## config.mk

```make
export PLATFORM = sky130hd
export DESIGN_NAME = rrx_exec
export DESIGN_NICKNAME = d
export VERILOG_FILES = /design/src/rrx_exec.v
export VERILOG_INCLUDE_DIRS = /design/src
export SDC_FILE = /design/constraint.sdc
export NUM_CORES = 1
export LEC_CHECK = 0
export ABC_AREA = 1
export BUFFER_PORTS_ARGS = -buffer_cell sky130_fd_sc_hd__buf_2
export CAP_MARGIN = 25
export CORE_ASPECT_RATIO = 0.6
export CORE_MARGIN = 3
export CORE_UTILIZATION = 50
export DETAILED_ROUTE_END_ITERATION = 6
export PLACE_DENSITY = 0.8
export SYNTH_ARGS = -nofsm -noshare
export SYNTH_HDL_FRONTEND = slang
export SYNTH_SLANG_ARGS = --single-unit
```

## constraint.sdc

```tcl
create_clock -name clk -period 1.5 [get_ports clk]
set_input_delay 0.075 -clock clk [delete_from_list [all_inputs] [get_ports clk]]
set_output_delay 0.075 -clock clk [all_outputs]
set_load 0.02 [all_outputs]
```

## src/rrx_defines.vh

```
// constants for the return and rotate execution block
`ifndef RRX_DEFINES_VH
`define RRX_DEFINES_VH
`define RRX_PC_W        10
`define RRX_DATA_W      8
`define RRX_ADDR_W      6
`define RRX_OP_W        3
`define RRX_OP_NONE     3'h0
`define RRX_OP_NOP      3'h1
`define RRX_OP_RET      3'h2
`define RRX_OP_RETLIT   3'h3
`define RRX_OP_RETINT   3'h4
`define RRX_OP_ROTL     3'h5
// rotate destination select
`define RRX_DEST_ACCUM  1'h0
`define RRX_DEST_REG    1'h1
// pc step, reset values, single-bit levels, bit positions
`define RRX_PC_STEP     10'h001
`define RRX_DATA_RST    8'h00
`define RRX_PC_RST      10'h000
`define RRX_ADDR_RST    6'h00
`define RRX_BIT_CLR     1'h0
`define RRX_BIT_SET     1'h1
`define RRX_MSB         7
`define RRX_LSB         0
`endif

```

## src/rrx_exec.v

```verilog
// execution unit for no-op, returns and rotate-left through carry
//
// Overview of operation
// - return-with-literal loads accumulator, pops pc, two cycles
// - return-with-literal also sets global interrupt enable
// - return-from-interrupt pops pc, sets enable, two cycles
// - plain return pops pc, no flags, two cycles
// - rotate left: carry into bit0, bit7 out
// - destination select 0 accumulator, 1 file register
`timescale 1ns/1ps
`include "rrx_defines.vh"
module rrx_exec (
   input  wire                   clk,         // core clock
   input  wire                   reset_n,     // async reset, active low
   input  wire                   opValid,     // one-cycle issue strobe
   input  wire [`RRX_OP_W-1:0]   opCode,      // instruction class
   input  wire [`RRX_DATA_W-1:0] immData,     // literal operand
   input  wire [`RRX_ADDR_W-1:0] regAddr,     // file register index
   input  wire                   destSel,     // rotate destination
   input  wire [`RRX_DATA_W-1:0] regData,     // source file register value
   input  wire [`RRX_PC_W-1:0]   stackTop,    // top of return stack
   input  wire                   carryIn,     // current carry flag
   output wire                   busy,        // second cycle of a return
   output wire                   done,        // instruction retired pulse
   output wire [`RRX_PC_W-1:0]   pc,          // program counter
   output wire                   stackPop,    // pop return stack pulse
   output wire [`RRX_DATA_W-1:0] accumulator, // accumulator
   output wire                   carryWe,     // carry write pulse
   output wire                   carryOut,    // new carry value
   output wire                   regWe,       // file register write pulse
   output wire [`RRX_ADDR_W-1:0] regWrAddr,   // file register write index
   output wire [`RRX_DATA_W-1:0] regWrData,   // file register write value
   output wire                   globalInterruptEnable // interrupt gate
);

   // sequencer states, binary coded
   localparam ST_IDLE = 1'h0;                 // accepting issue
   localparam ST_POP  = 1'h1;                 // second return cycle

   // sequencer and operand holding registers
   reg                    state_q;            // sequencer state
   reg                    state_d;            // next sequencer state
   reg  [`RRX_OP_W-1:0]   heldOp_q;           // return kind in flight
   reg  [`RRX_OP_W-1:0]   heldOp_d;           // next return kind
   reg  [`RRX_DATA_W-1:0] heldImm_q;          // literal waiting for cycle 2
   reg  [`RRX_DATA_W-1:0] heldImm_d;          // next held literal

   // output registers; each port is a plain copy of one of these
   reg                    busy_q;             // pop cycle in progress
   reg                    busy_d;             // next busy level
   reg                    done_q;             // retire pulse
   reg                    done_d;             // next retire pulse
   reg  [`RRX_PC_W-1:0]   pc_q;               // program counter
   reg  [`RRX_PC_W-1:0]   pc_d;               // next program counter
   reg                    stackPop_q;         // pop pulse to the stack
   reg                    stackPop_d;         // next pop pulse
   reg  [`RRX_DATA_W-1:0] accumulator_q;      // working register
   reg  [`RRX_DATA_W-1:0] accumulator_d;      // next working register
   reg                    carryWe_q;          // carry write pulse
   reg                    carryWe_d;          // next carry write pulse
   reg                    carryOut_q;         // last carry produced
   reg                    carryOut_d;         // next carry value
   reg                    regWe_q;            // file write pulse
   reg                    regWe_d;            // next file write pulse
   reg  [`RRX_ADDR_W-1:0] regWrAddr_q;        // file write index
   reg  [`RRX_ADDR_W-1:0] regWrAddr_d;        // next file write index
   reg  [`RRX_DATA_W-1:0] regWrData_q;        // file write value
   reg  [`RRX_DATA_W-1:0] regWrData_d;        // next file write value
   reg                    intEnable_q;        // gate; only ever set here
   reg                    intEnable_d;        // next gate level

   // wires feeding the next-state logic
   wire                   issueIdle;          // strobe seen while idle
   wire [`RRX_DATA_W-1:0] rotlRes;            // rotate result, both targets

   // rotate result: carry fills bit 0, bits 6..0 move up
   function [`RRX_DATA_W-1:0] rotl;
      input [`RRX_DATA_W-1:0] src;
      input                   cin;
      begin
         rotl = {src[`RRX_MSB-1:`RRX_LSB], cin};
      end
   endfunction

   // is this opcode one of the two-cycle returns
   function isReturn;
      input [`RRX_OP_W-1:0] op;
      begin
         isReturn = (op == `RRX_OP_RET) || (op == `RRX_OP_RETLIT) ||
                    (op == `RRX_OP_RETINT);
      end
   endfunction

   // is this opcode one of the one-cycle classes
   function isSingle;
      input [`RRX_OP_W-1:0] op;
      begin
         isSingle = (op == `RRX_OP_NOP) || (op == `RRX_OP_ROTL);
      end
   endfunction

   // a strobe in the pop cycle is dropped; the issuer must wait out busy
   assign issueIdle = opValid && (state_q == ST_IDLE);

   // one rotate network serves both destinations, saving a second copy
   assign rotlRes = rotl(regData, carryIn);

   // next-state logic; pulses fall low unless an event raises them
   always @* begin
      // hold every level by default; the four pulses clear
      state_d       = state_q;
      heldOp_d      = heldOp_q;
      heldImm_d     = heldImm_q;
      busy_d        = busy_q;
      done_d        = `RRX_BIT_CLR;
      pc_d          = pc_q;
      stackPop_d    = `RRX_BIT_CLR;
      accumulator_d = accumulator_q;
      carryWe_d     = `RRX_BIT_CLR;
      carryOut_d    = carryOut_q;
      regWe_d       = `RRX_BIT_CLR;
      regWrAddr_d   = regWrAddr_q;
      regWrData_d   = regWrData_q;
      intEnable_d   = intEnable_q;
      case (state_q)
         ST_IDLE: begin
            if (issueIdle && isReturn(opCode)) begin
               // first of two cycles: latch kind and literal
               state_d   = ST_POP;
               heldOp_d  = opCode;
               heldImm_d = immData;
               busy_d    = `RRX_BIT_SET;
            end else if (issueIdle && isSingle(opCode)) begin
               // one-cycle classes retire at once
               pc_d   = pc_q + `RRX_PC_STEP;
               done_d = `RRX_BIT_SET;
               if (opCode == `RRX_OP_ROTL) begin
                  // old top bit becomes the carry
                  carryWe_d  = `RRX_BIT_SET;
                  carryOut_d = regData[`RRX_MSB];
                  if (destSel == `RRX_DEST_ACCUM) begin
                     accumulator_d = rotlRes;
                  end else begin
                     // write back to the source register
                     regWe_d     = `RRX_BIT_SET;
                     regWrAddr_d = regAddr;
                     regWrData_d = rotlRes;
                  end
               end
            end else begin
               // no strobe, class none or unused code: stay put
               state_d = ST_IDLE;
            end
         end
         ST_POP: begin
            // second cycle: pc from stack; the stack is read only now
            state_d    = ST_IDLE;
            busy_d     = `RRX_BIT_CLR;
            done_d     = `RRX_BIT_SET;
            stackPop_d = `RRX_BIT_SET;
            pc_d       = stackTop;
            if (heldOp_q == `RRX_OP_RETLIT) begin
               accumulator_d = heldImm_q;
               intEnable_d   = `RRX_BIT_SET;
            end else if (heldOp_q == `RRX_OP_RETINT) begin
               intEnable_d   = `RRX_BIT_SET;
            end else begin
               // plain return: accumulator and enable untouched
               intEnable_d   = intEnable_q;
            end
         end
         default: begin
            // unreachable code: fall back to idle, drop the pop
            state_d = ST_IDLE;
            busy_d  = `RRX_BIT_CLR;
         end
      endcase
   end

   // state registers; reset loads constants only
   always @(posedge clk or negedge reset_n) begin
      if (!reset_n) begin
         state_q       <= ST_IDLE;
         heldOp_q      <= `RRX_OP_NONE;
         heldImm_q     <= `RRX_DATA_RST;
         busy_q        <= `RRX_BIT_CLR;
         done_q        <= `RRX_BIT_CLR;
         pc_q          <= `RRX_PC_RST;
         stackPop_q    <= `RRX_BIT_CLR;
         accumulator_q <= `RRX_DATA_RST;
         carryWe_q     <= `RRX_BIT_CLR;
         carryOut_q    <= `RRX_BIT_CLR;
         regWe_q       <= `RRX_BIT_CLR;
         regWrAddr_q   <= `RRX_ADDR_RST;
         regWrData_q   <= `RRX_DATA_RST;
         intEnable_q   <= `RRX_BIT_CLR;
      end else begin
         state_q       <= state_d;
         heldOp_q      <= heldOp_d;
         heldImm_q     <= heldImm_d;
         busy_q        <= busy_d;
         done_q        <= done_d;
         pc_q          <= pc_d;
         stackPop_q    <= stackPop_d;
         accumulator_q <= accumulator_d;
         carryWe_q     <= carryWe_d;
         carryOut_q    <= carryOut_d;
         regWe_q       <= regWe_d;
         regWrAddr_q   <= regWrAddr_d;
         regWrData_q   <= regWrData_d;
         intEnable_q   <= intEnable_d;
      end
   end

   // ports are plain copies of flip-flops, no logic after the register
   assign busy                  = busy_q;
   assign done                  = done_q;
   assign pc                    = pc_q;
   assign stackPop              = stackPop_q;
   assign accumulator           = accumulator_q;
   assign carryWe               = carryWe_q;
   assign carryOut              = carryOut_q;
   assign regWe                 = regWe_q;
   assign regWrAddr             = regWrAddr_q;
   assign regWrData             = regWrData_q;
   assign globalInterruptEnable = intEnable_q;

endmodule

```

## Yosys cells after proc, flatten, opt, wreduce, memory -nomap -nowiden

Index checks and enable logic that the tools add are counted.

| word-level totals | value |
|---|---|
| register bits | 51 |
| output and inout port bits | 39 |

| cells by class | value |
|---|---|
| add/sub/neg operators | 1 |
| eq/ne operators | 13 |
| multiplexer cells | 28 |
| bitwise gates (word level) | 2 |
| reductions and logical operators | 13 |

Operators with widths:

| kind | number |
|---|---|
| $mux 8 | 5 |
| $mux 10 | 2 |
| $pmux 10 s2 | 1 |
| $mux 1 | 16 |
| $pmux 8 s2 | 1 |
| $add 10x1->10 const B | 1 |
| $reduce_and 5->1 | 2 |
| $eq 3x2->1 const B | 3 |
| $eq 3x3->1 const B | 3 |
| $ne 2x1->1 const B | 4 |
| $pmux 1 s2 | 3 |
| $reduce_and 2->1 | 3 |
| $ne 2x2->1 const B | 2 |
| $reduce_and 4->1 | 1 |
| $eq 3x1->1 const B | 1 |
| $logic_and 1x1->1 | 3 |
| $logic_or 1x1->1 | 3 |
| $not 1->1 | 2 |
| $reduce_bool 2->1 | 1 |

## Logic depth before layout (Yosys ltp)

Gate-level depths: netlist (run 1).

| logic depth | value |
|---|---|
| depth after elaboration | 6 |
| gate-level depth with buffers | 8 |

## Least setup slack after synthesis (run 1)

OpenSTA, ideal clock, no wires.

| path | value |
|---|---|
| kind | register -> register |
| from | reg pc_q[0] (netlist: pc[0]) |
| to | reg pc_q[9] (netlist: pc[9]) |
| data arrival time | 1.147 ns |
| data required time | 1.384 ns |
| setup slack | 0.237 ns |
| stages on the path, launching flop included | 8 |
| buffers on the path | 0 |
| period minus slack after synthesis | 1.263 ns |
| cell sequence | dfrtp_1 nand3_1 nor2_1 nand2_1 nand2_1 nand3_1 nand2_1 nand2_1 |

| on the way | value |
|---|---|
| longest elaborated chain between the ends | 4 |

Ends and longest elaborated chain:

| item | line | source |
|---|---|---|
| start: declaration | rrx_exec.v:53 | `` reg [`RRX_PC_W-1:0] pc_q; `` |
| start signal: assignment | rrx_exec.v:188 | `` pc_q <= `RRX_PC_RST; `` |
| start signal: assignment | rrx_exec.v:203 | `pc_q <= pc_d;` |
| $add 10x1->10 (no line) | - |  |
| $mux 10 | rrx_exec.v:133 | `end else if (issueIdle && isSingle(opCode)) begin` |
| $mux 10 | rrx_exec.v:127 | `if (issueIdle && isReturn(opCode)) begin` |
| $pmux 10 s2 | rrx_exec.v:125 | `case (state_q)` |

Every way passes these cells. The select of a mux whose other input is x is not followed.
A chain may end at the register's enable or synchronous reset.

## Worst setup path in the final report (run 1)

| path | value |
|---|---|
| from | reg pc_q[0] (netlist: pc[0]) |
| to | reg pc_q[7] (netlist: pc[7]) |

The elaborated chain is that of the path after synthesis.

==> reports/qor.txt, run 1 <==
status - finished with violations
violated checks - negative hold slack
Critical Path Stages - 7
Finish-stage setup viols - 0
fin worst setup slack - 0.0904 ns
clk slew on worst S/H paths - 0.09 ns
area of the core - 4280 um^2
min-delay src - regData[7]
worst-margin pin slew - 0.477 ns
Most common cell on crit path - nand2_1
Reg area - 1280 um^2
clock share of power - 0.171
final net count - 419
internal power - 2.60 mW
Layout area overhead - 30.5%
CP top delay family - simple AND/OR/NAND/NOR gates
Overflow after GRT - 0
max layer used - met3
Vias/cell - 4.93
Leak Pwr - 1.69 nW
drt initial violations - 103
post-synth net total - 321
Routed Antenna Nets - 0
Clock Tree Buf Depth - 2
FP Rows - 18
Post-synth EDFFs - 0
fin. max-slew vios - 0
NetSw - 1.66 mW
post-synthesis sequential area ratio - 0.551
DP HPWL - 4210 um
final hold violation count - 1
max-cap violation count - 0
area occupied by multi-input gates - 895 um^2
max_slew headroom - 0.682
die height - 58.7 um
Yosys warning total - 0
Pre-antenna DRT Iters - 5
WP buf/inv - 0
worst r2r path cells - 7
ys flop type - dfrtp_1
origin of the critical flop-to-flop path - pc[0]
Setup TNS Final - 0 ns
WHS - -0.000600 ns
end of the worst register-to-register path - pc[7]
final wirelength - 5830 um
H-tree depth - 2
global-route wire length before repair - 9400 um
fin crit period - 1.41 ns
met2 wire length - 2490 um
Post-synth ARST share - 1.00
Yosys cell types - 26
vias in the first global route - 1997
clk_lat worst skew - 0.30 ns
diode count - 0
initial antenna violation count - 0
Setup Crit Path Kind - flip-flop to flip-flop
setup slack, reg-to-reg - 0.09 ns
worst vdd ir - 0.771 mV
Data arrival, critical path - 1.60 ns
Worst Path Max Fanout - 5
Layout fillers - 358
CTS Buf Count - 5
Syn Std Cell Area - 2320 um^2
DR vias - 2156
Total GRT Usage - 0.221
slowest stage cell, crit path - dfrtp_1
Seq pwr share - 0.463
post-synthesis sequential element count - 51
M1 WL - 2810 um
Num Clock Sinks - 51
Crit. End Element - flip-flop
gp weighted congestion - 0.874
Cell Chain, Critical Path - nand3_1, nor2_1, nand2_1, nand2_1, nand3_1, nand2_1, nand2_1
CTS tree - done
worst hold path endpoint - carryOut
Critical Path Source - pc[0]
Worst Setup Start Kind - flip-flop
dpl ws - 0.0103 ns
Max Clock Freq - 709 MHz
DRC Markers - 0
IO Port Bufs - 78
post-synthesis cell count - 280
Ports - 79
PwrDens - 1410 nW/um^2
met3 wire length - 524 um
Min-Delay Path Class - input port to flip-flop
starting density of the core - 0.542
DIE AREA - 5510 um^2
Avg Inst Size Synth - 8.28 um^2
Max stage delay on crit path - 0.43 ns
largest net degree at the start of global routing - 35
Avg WL per Cell - 13.3 um
Sw Ratio - 0.389
combinational power share - 0.366
worst path required time - 1.69 ns
Chip Width - 93.9 um
layout cells sized above 1 - 0.284
Fin Clk Skew - 0.00958 ns
part of the cycle the worst path needs - 0.940
root buffer cell - clkbuf_8
Hold Crit Depth - 3
==> state kept, by name, indices dropped and copies added (netlist names) <==
signal                 count
accumulator                8
done                       1
regWrAddr                  6
carryWe                    1
globalInterruptEnable      1
heldImm_q                  8
regWrData                  8
carryOut                   1
regWe                      1
busy                       1
stackPop                   1
heldOp_q                   3
pc                        10
state_q                    1
==> power by group through the flow <==
stage	Combinational, mW	Sequential (mW)	Clock (mW)
floorplan	0.581	2.33	0
global placement	1.48	1.98	0
detailed placement	1.52	1.99	0
CTS	1.56	1.97	0.741
global route	1.74	2.02	0.803
finish	1.56	1.97	0.727
==> cell families after synthesis <==
family,synth area share
simple gates,0.269
flops,0.551
compound gates,0.102
buf+inv,0.0691
xor+xnor,0.00378
fa+ha+maj,0.00540
==> worst register-to-register path: stages, from the launching register on <==
cell and delay (ns):
dfrtp_1 0.43, nand3_1 0.18, nor2_1 0.32, nand2_1 0.10
nand2_1 0.07, nand3_1 0.08, nand2_1 0.08, nand2_1 0.05
==> synthesized netlist by cell type (2+ instances only) <==
cell type	instances	area share
nand2_1	107	0.17
dfrtp_1	51	0.55
nor2_1	24	0.039
inv_1	23	0.037
o21ai_0	18	0.039
nand3_1	11	0.024
o21ai_1	8	0.017
o21ai_2	8	0.030
buf_6	3	0.015
clkbuf_1	3	0.0049
inv_2	3	0.0049
nand2_2	3	0.0081
a21oi_1	2	0.0043
a31oi_1	2	0.0054
buf_2	2	0.0043
nand4_1	2	0.0054
==> layer usage <==
layer  vias to the layer above  track usage
met5                         -            0
met4                         0       0.0329
met3                         0       0.0613
met2                        94        0.326
met1                       992        0.334
li1                       1070            -
==> per-stage QoR <==
stage | util | power, mW | cells | hold slack [ns] | area (um^2)
6_report | 0.707 | 4.26 | 437 | -0.000600 | 3020
5_1_grt | 0.707 | 4.56 | 437 | 0.0227 | 3020
4_1_cts | 0.704 | 4.27 | 437 | 0.00414 | 3010
3_5_place_dp | 0.651 | 3.51 | 416 | 0.0540 | 2790
3_3_place_gp | 0.651 | 3.47 | 416 | 0.0517 | 2790
2_1_floorplan | - | 2.91 | 280 | -0.221 | 2320
==> cell usage in the layout (no fill, tap or decap) <==
cell type      synthesis  layout
a21oi_1                2       2
a31oi_1                2       2
buf_12                 0       1
buf_2                  2      78
buf_4                  1       6
clkbuf_1               3       1
clkbuf_8               0       5
dfrtp_1               51      51
dlygate4sd3_1          0      15
ha_1                   1       1
inv_1                 23      23
inv_2                  3       2
inv_4                  0       1
nand2_1              107     107
nand2_2                3       2
nand2_4                1       1
nand2_8                0       1
nand3_1               11      11
nand4_1                2       2
nor2_1                24      24
nor3_1                 1       1
nor3_4                 1       1
nor4_1                 1       1
o21a_1                 1       1
o21ai_0               18      18
o21ai_1                8       8
o21ai_2                8       8
o22ai_1                1       1
or2_2                  1       1
xnor2_1                1       1
==> layout make-up <==
type | instances | area share
Clock buffer | 6 | 0.0240
Timing Repair Buffer | 100 | 0.200
Sequential cell | 51 | 0.422
Inverter | 26 | 0.0331
Tap cell | 60 | 0.0248
Multi-Input combinational cell | 194 | 0.296
==> what timing repair did <==
action,in CTS,in global routing
setup buffers,0,0
setup endpoints to repair,3,3
cloned,0,0
gates resized for setup,1,2
hold buffers,15,0
endpoints found under the hold margin,31,0
==> worst max path at each step <==
stage / endpoint
floorplan: pc[9]
global placement: regWrAddr[5]
detailed placement: regWrAddr[4]
CTS: regWrAddr[4]
global route: regWrAddr[5]
finish: pc[7]
(Power assumes the default switching activity.)
==> inputs of run 2 (changes only) <==
--- a/config.mk
+++ b/config.mk
@@ -14,6 +14,7 @@
 export CORE_UTILIZATION = 50
 export DETAILED_ROUTE_END_ITERATION = 6
 export PLACE_DENSITY = 0.8
+export REMOVE_ABC_BUFFERS = 1
 export SYNTH_ARGS = -nofsm -noshare
 export SYNTH_HDL_FRONTEND = slang
 export SYNTH_SLANG_ARGS = --single-unit
==> run 2 against run 1 <==
  * The flow now finishes without violations
  * Clock power is 2.8% lower
  * Cell count stayed put
  * Hold slack better by 0.015 ns
  * Maximum frequency is 4.5% higher
==> reports/qor.txt, run 2 (synthesis gave the netlist of run 1 again) <==
CP top delay family - simple AND/OR/NAND/NOR gates
worst-margin pin slew - 0.322 ns
largest net degree at the start of global routing - 52
internal power - 2.59 mW
worst path required time - 1.74 ns
DIE AREA - 5510 um^2
PwrDens - 1390 nW/um^2
Layout fillers - 362
Worst Path Max Fanout - 23
Fin Clk Skew - 0.00736 ns
post-layout util - 0.707
setup slack, reg-to-reg - 0.15 ns
slowest stage cell, crit path - dfrtp_1
drt initial violations - 142
gp weighted congestion - 0.905
clk_lat worst skew - 0.29 ns
combinational power share - 0.362
die height - 58.7 um
CP endpoint - regWrAddr[0]
Routed Antenna Nets - 0
end of the worst register-to-register path - regWrAddr[0]
Num Clock Sinks - 51
DR vias - 2119
Vias/cell - 4.85
fin crit period - 1.35 ns
Setup Crit Path Kind - flip-flop to flip-flop
placed inst area - 2790 um^2
layout cells sized above 1 - 0.289
max-cap violation count - 0
Ports - 79
initial antenna violation count - 0
most frequent cells in the layout - nand2_1, buf_2, dfrtp_1
worst vdd ir - 0.806 mV
Pwr Total - 4.21 mW
WP buf/inv - 2
Critical Path Stages - 7
part of the cycle the worst path needs - 0.899
Total GRT Usage - 0.215
DRC Markers - 0
non-filler cells, final - 437
Avg WL per Cell - 12.9 um
H-tree depth - 2
area occupied by multi-input gates - 900 um^2
vias in the first global route - 1849
clock share of power - 0.168
final hold violation count - 0
clk slew on worst S/H paths - 0.08 ns
Layout area overhead - 30.6%
Critical Path Source - state_q
Design Area, Final - 3030 um^2
Worst Setup Start Kind - flip-flop
area of the core - 4280 um^2
Leak Pwr - 1.69 nW
Max Clock Freq - 741 MHz
worst r2r path cells - 7
Crit. End Element - flip-flop
DP HPWL - 4000 um
CTS tree - done
origin of the critical flop-to-flop path - state_q
IO Port Bufs - 78
max_slew headroom - 0.785
Seq pwr share - 0.470
Finish-stage setup viols - 0
Inst Count DP - 416
NetSw - 1.62 mW
Data arrival, critical path - 1.59 ns
CTS Buf Count - 5
root buffer cell - clkbuf_8
Overflow after GRT - 0
starting density of the core - 0.542
global-route wire length before repair - 8990 um
final wirelength - 5630 um
Clock Tree Buf Depth - 2
Sw Ratio - 0.385
min-delay src - regData[7]
Min-Delay Path Class - input port to flip-flop
diode count - 0
Reg area - 1280 um^2
Cell Chain, Critical Path - inv_2, nand2_2, nor3_4, nand2_8, inv_2, nand2_1, nand2_1
Pre-antenna DRT Iters - 5
Max stage delay on crit path - 0.40 ns
most common cell after layout, fill and taps aside - nand2_1
number of flip-flops in the largest register - 10
fin. max-slew vios - 0
final net count - 419
RSZ-0062 raised after global routing - no
status - finished clean
FP Rows - 18
Chip Width - 93.9 um
==> run 2: cell type report <==
| cell class | instances | area share |
|---|---|---|
| flip-flops and latches | 51 | 0.422 |
| multi-input cells | 194 | 0.297 |
| repair buffers | 100 | 0.200 |
| inverters | 26 | 0.0322 |
| well taps | 60 | 0.0248 |
| clock buffers | 6 | 0.0240 |
==> run 2: how the worst min path moves through the flow <==
stage	endpoint	cells past startpoint
floorplan	accumulator[0]	0
global placement	accumulator[0]	2
detailed placement	accumulator[0]	2
CTS	carryOut	3
global route	carryOut	3
finish	carryOut	3
==> run 2: power groups by stage <==
stage          Combinational, mW  Clock, mW  Sequential (mW)
4_1_cts                     1.51      0.716             1.97
2_1_floorplan              0.565          0             2.33
6_report                    1.52      0.707             1.98
3_5_place_dp                1.48          0             2.00
3_3_place_gp                1.44          0             1.99
5_1_grt                     1.69      0.781             2.03
==> run 2: metal layers <==
layer	share of wire	wire length [um]	global-route usage
met2	0.45	2560	0.324
met5	0	0	0
met4	0.0078	44	0.0638
met3	0.082	462	0.0498
met1	0.46	2570	0.313
==> run 2: worst min-delay path: cells and delay by family <==
| family | cells | cell delay, ns |
|---|---|---|
| buffers and inverters | 1 | 0.09 |
| AO/OA/AOI/OAI | 1 | 0.06 |
| AND/OR/NAND/NOR | 1 | 0.04 |
==> run 2: repair_timing <==
action                                  4_1_cts  5_1_grt
setup buffers                                 0        0
resized for setup                             1        3
hold buffers                                 15        0
endpoints found under the setup margin        6        8
pin swaps                                     0        1
hold endpoints to repair                     65        0
==> run 2: stage by stage <==
step           hold slack, ns  TNS [ns]  setup slack [ns]
3_5_place_dp           0.0830   -0.0178           -0.0108
6_report               0.0140         0             0.151
5_1_grt                0.0309         0            0.0310
2_1_floorplan          -0.221     -5.00            -0.275
4_1_cts               0.00252         0             0.110
3_3_place_gp           0.0814         0            0.0571
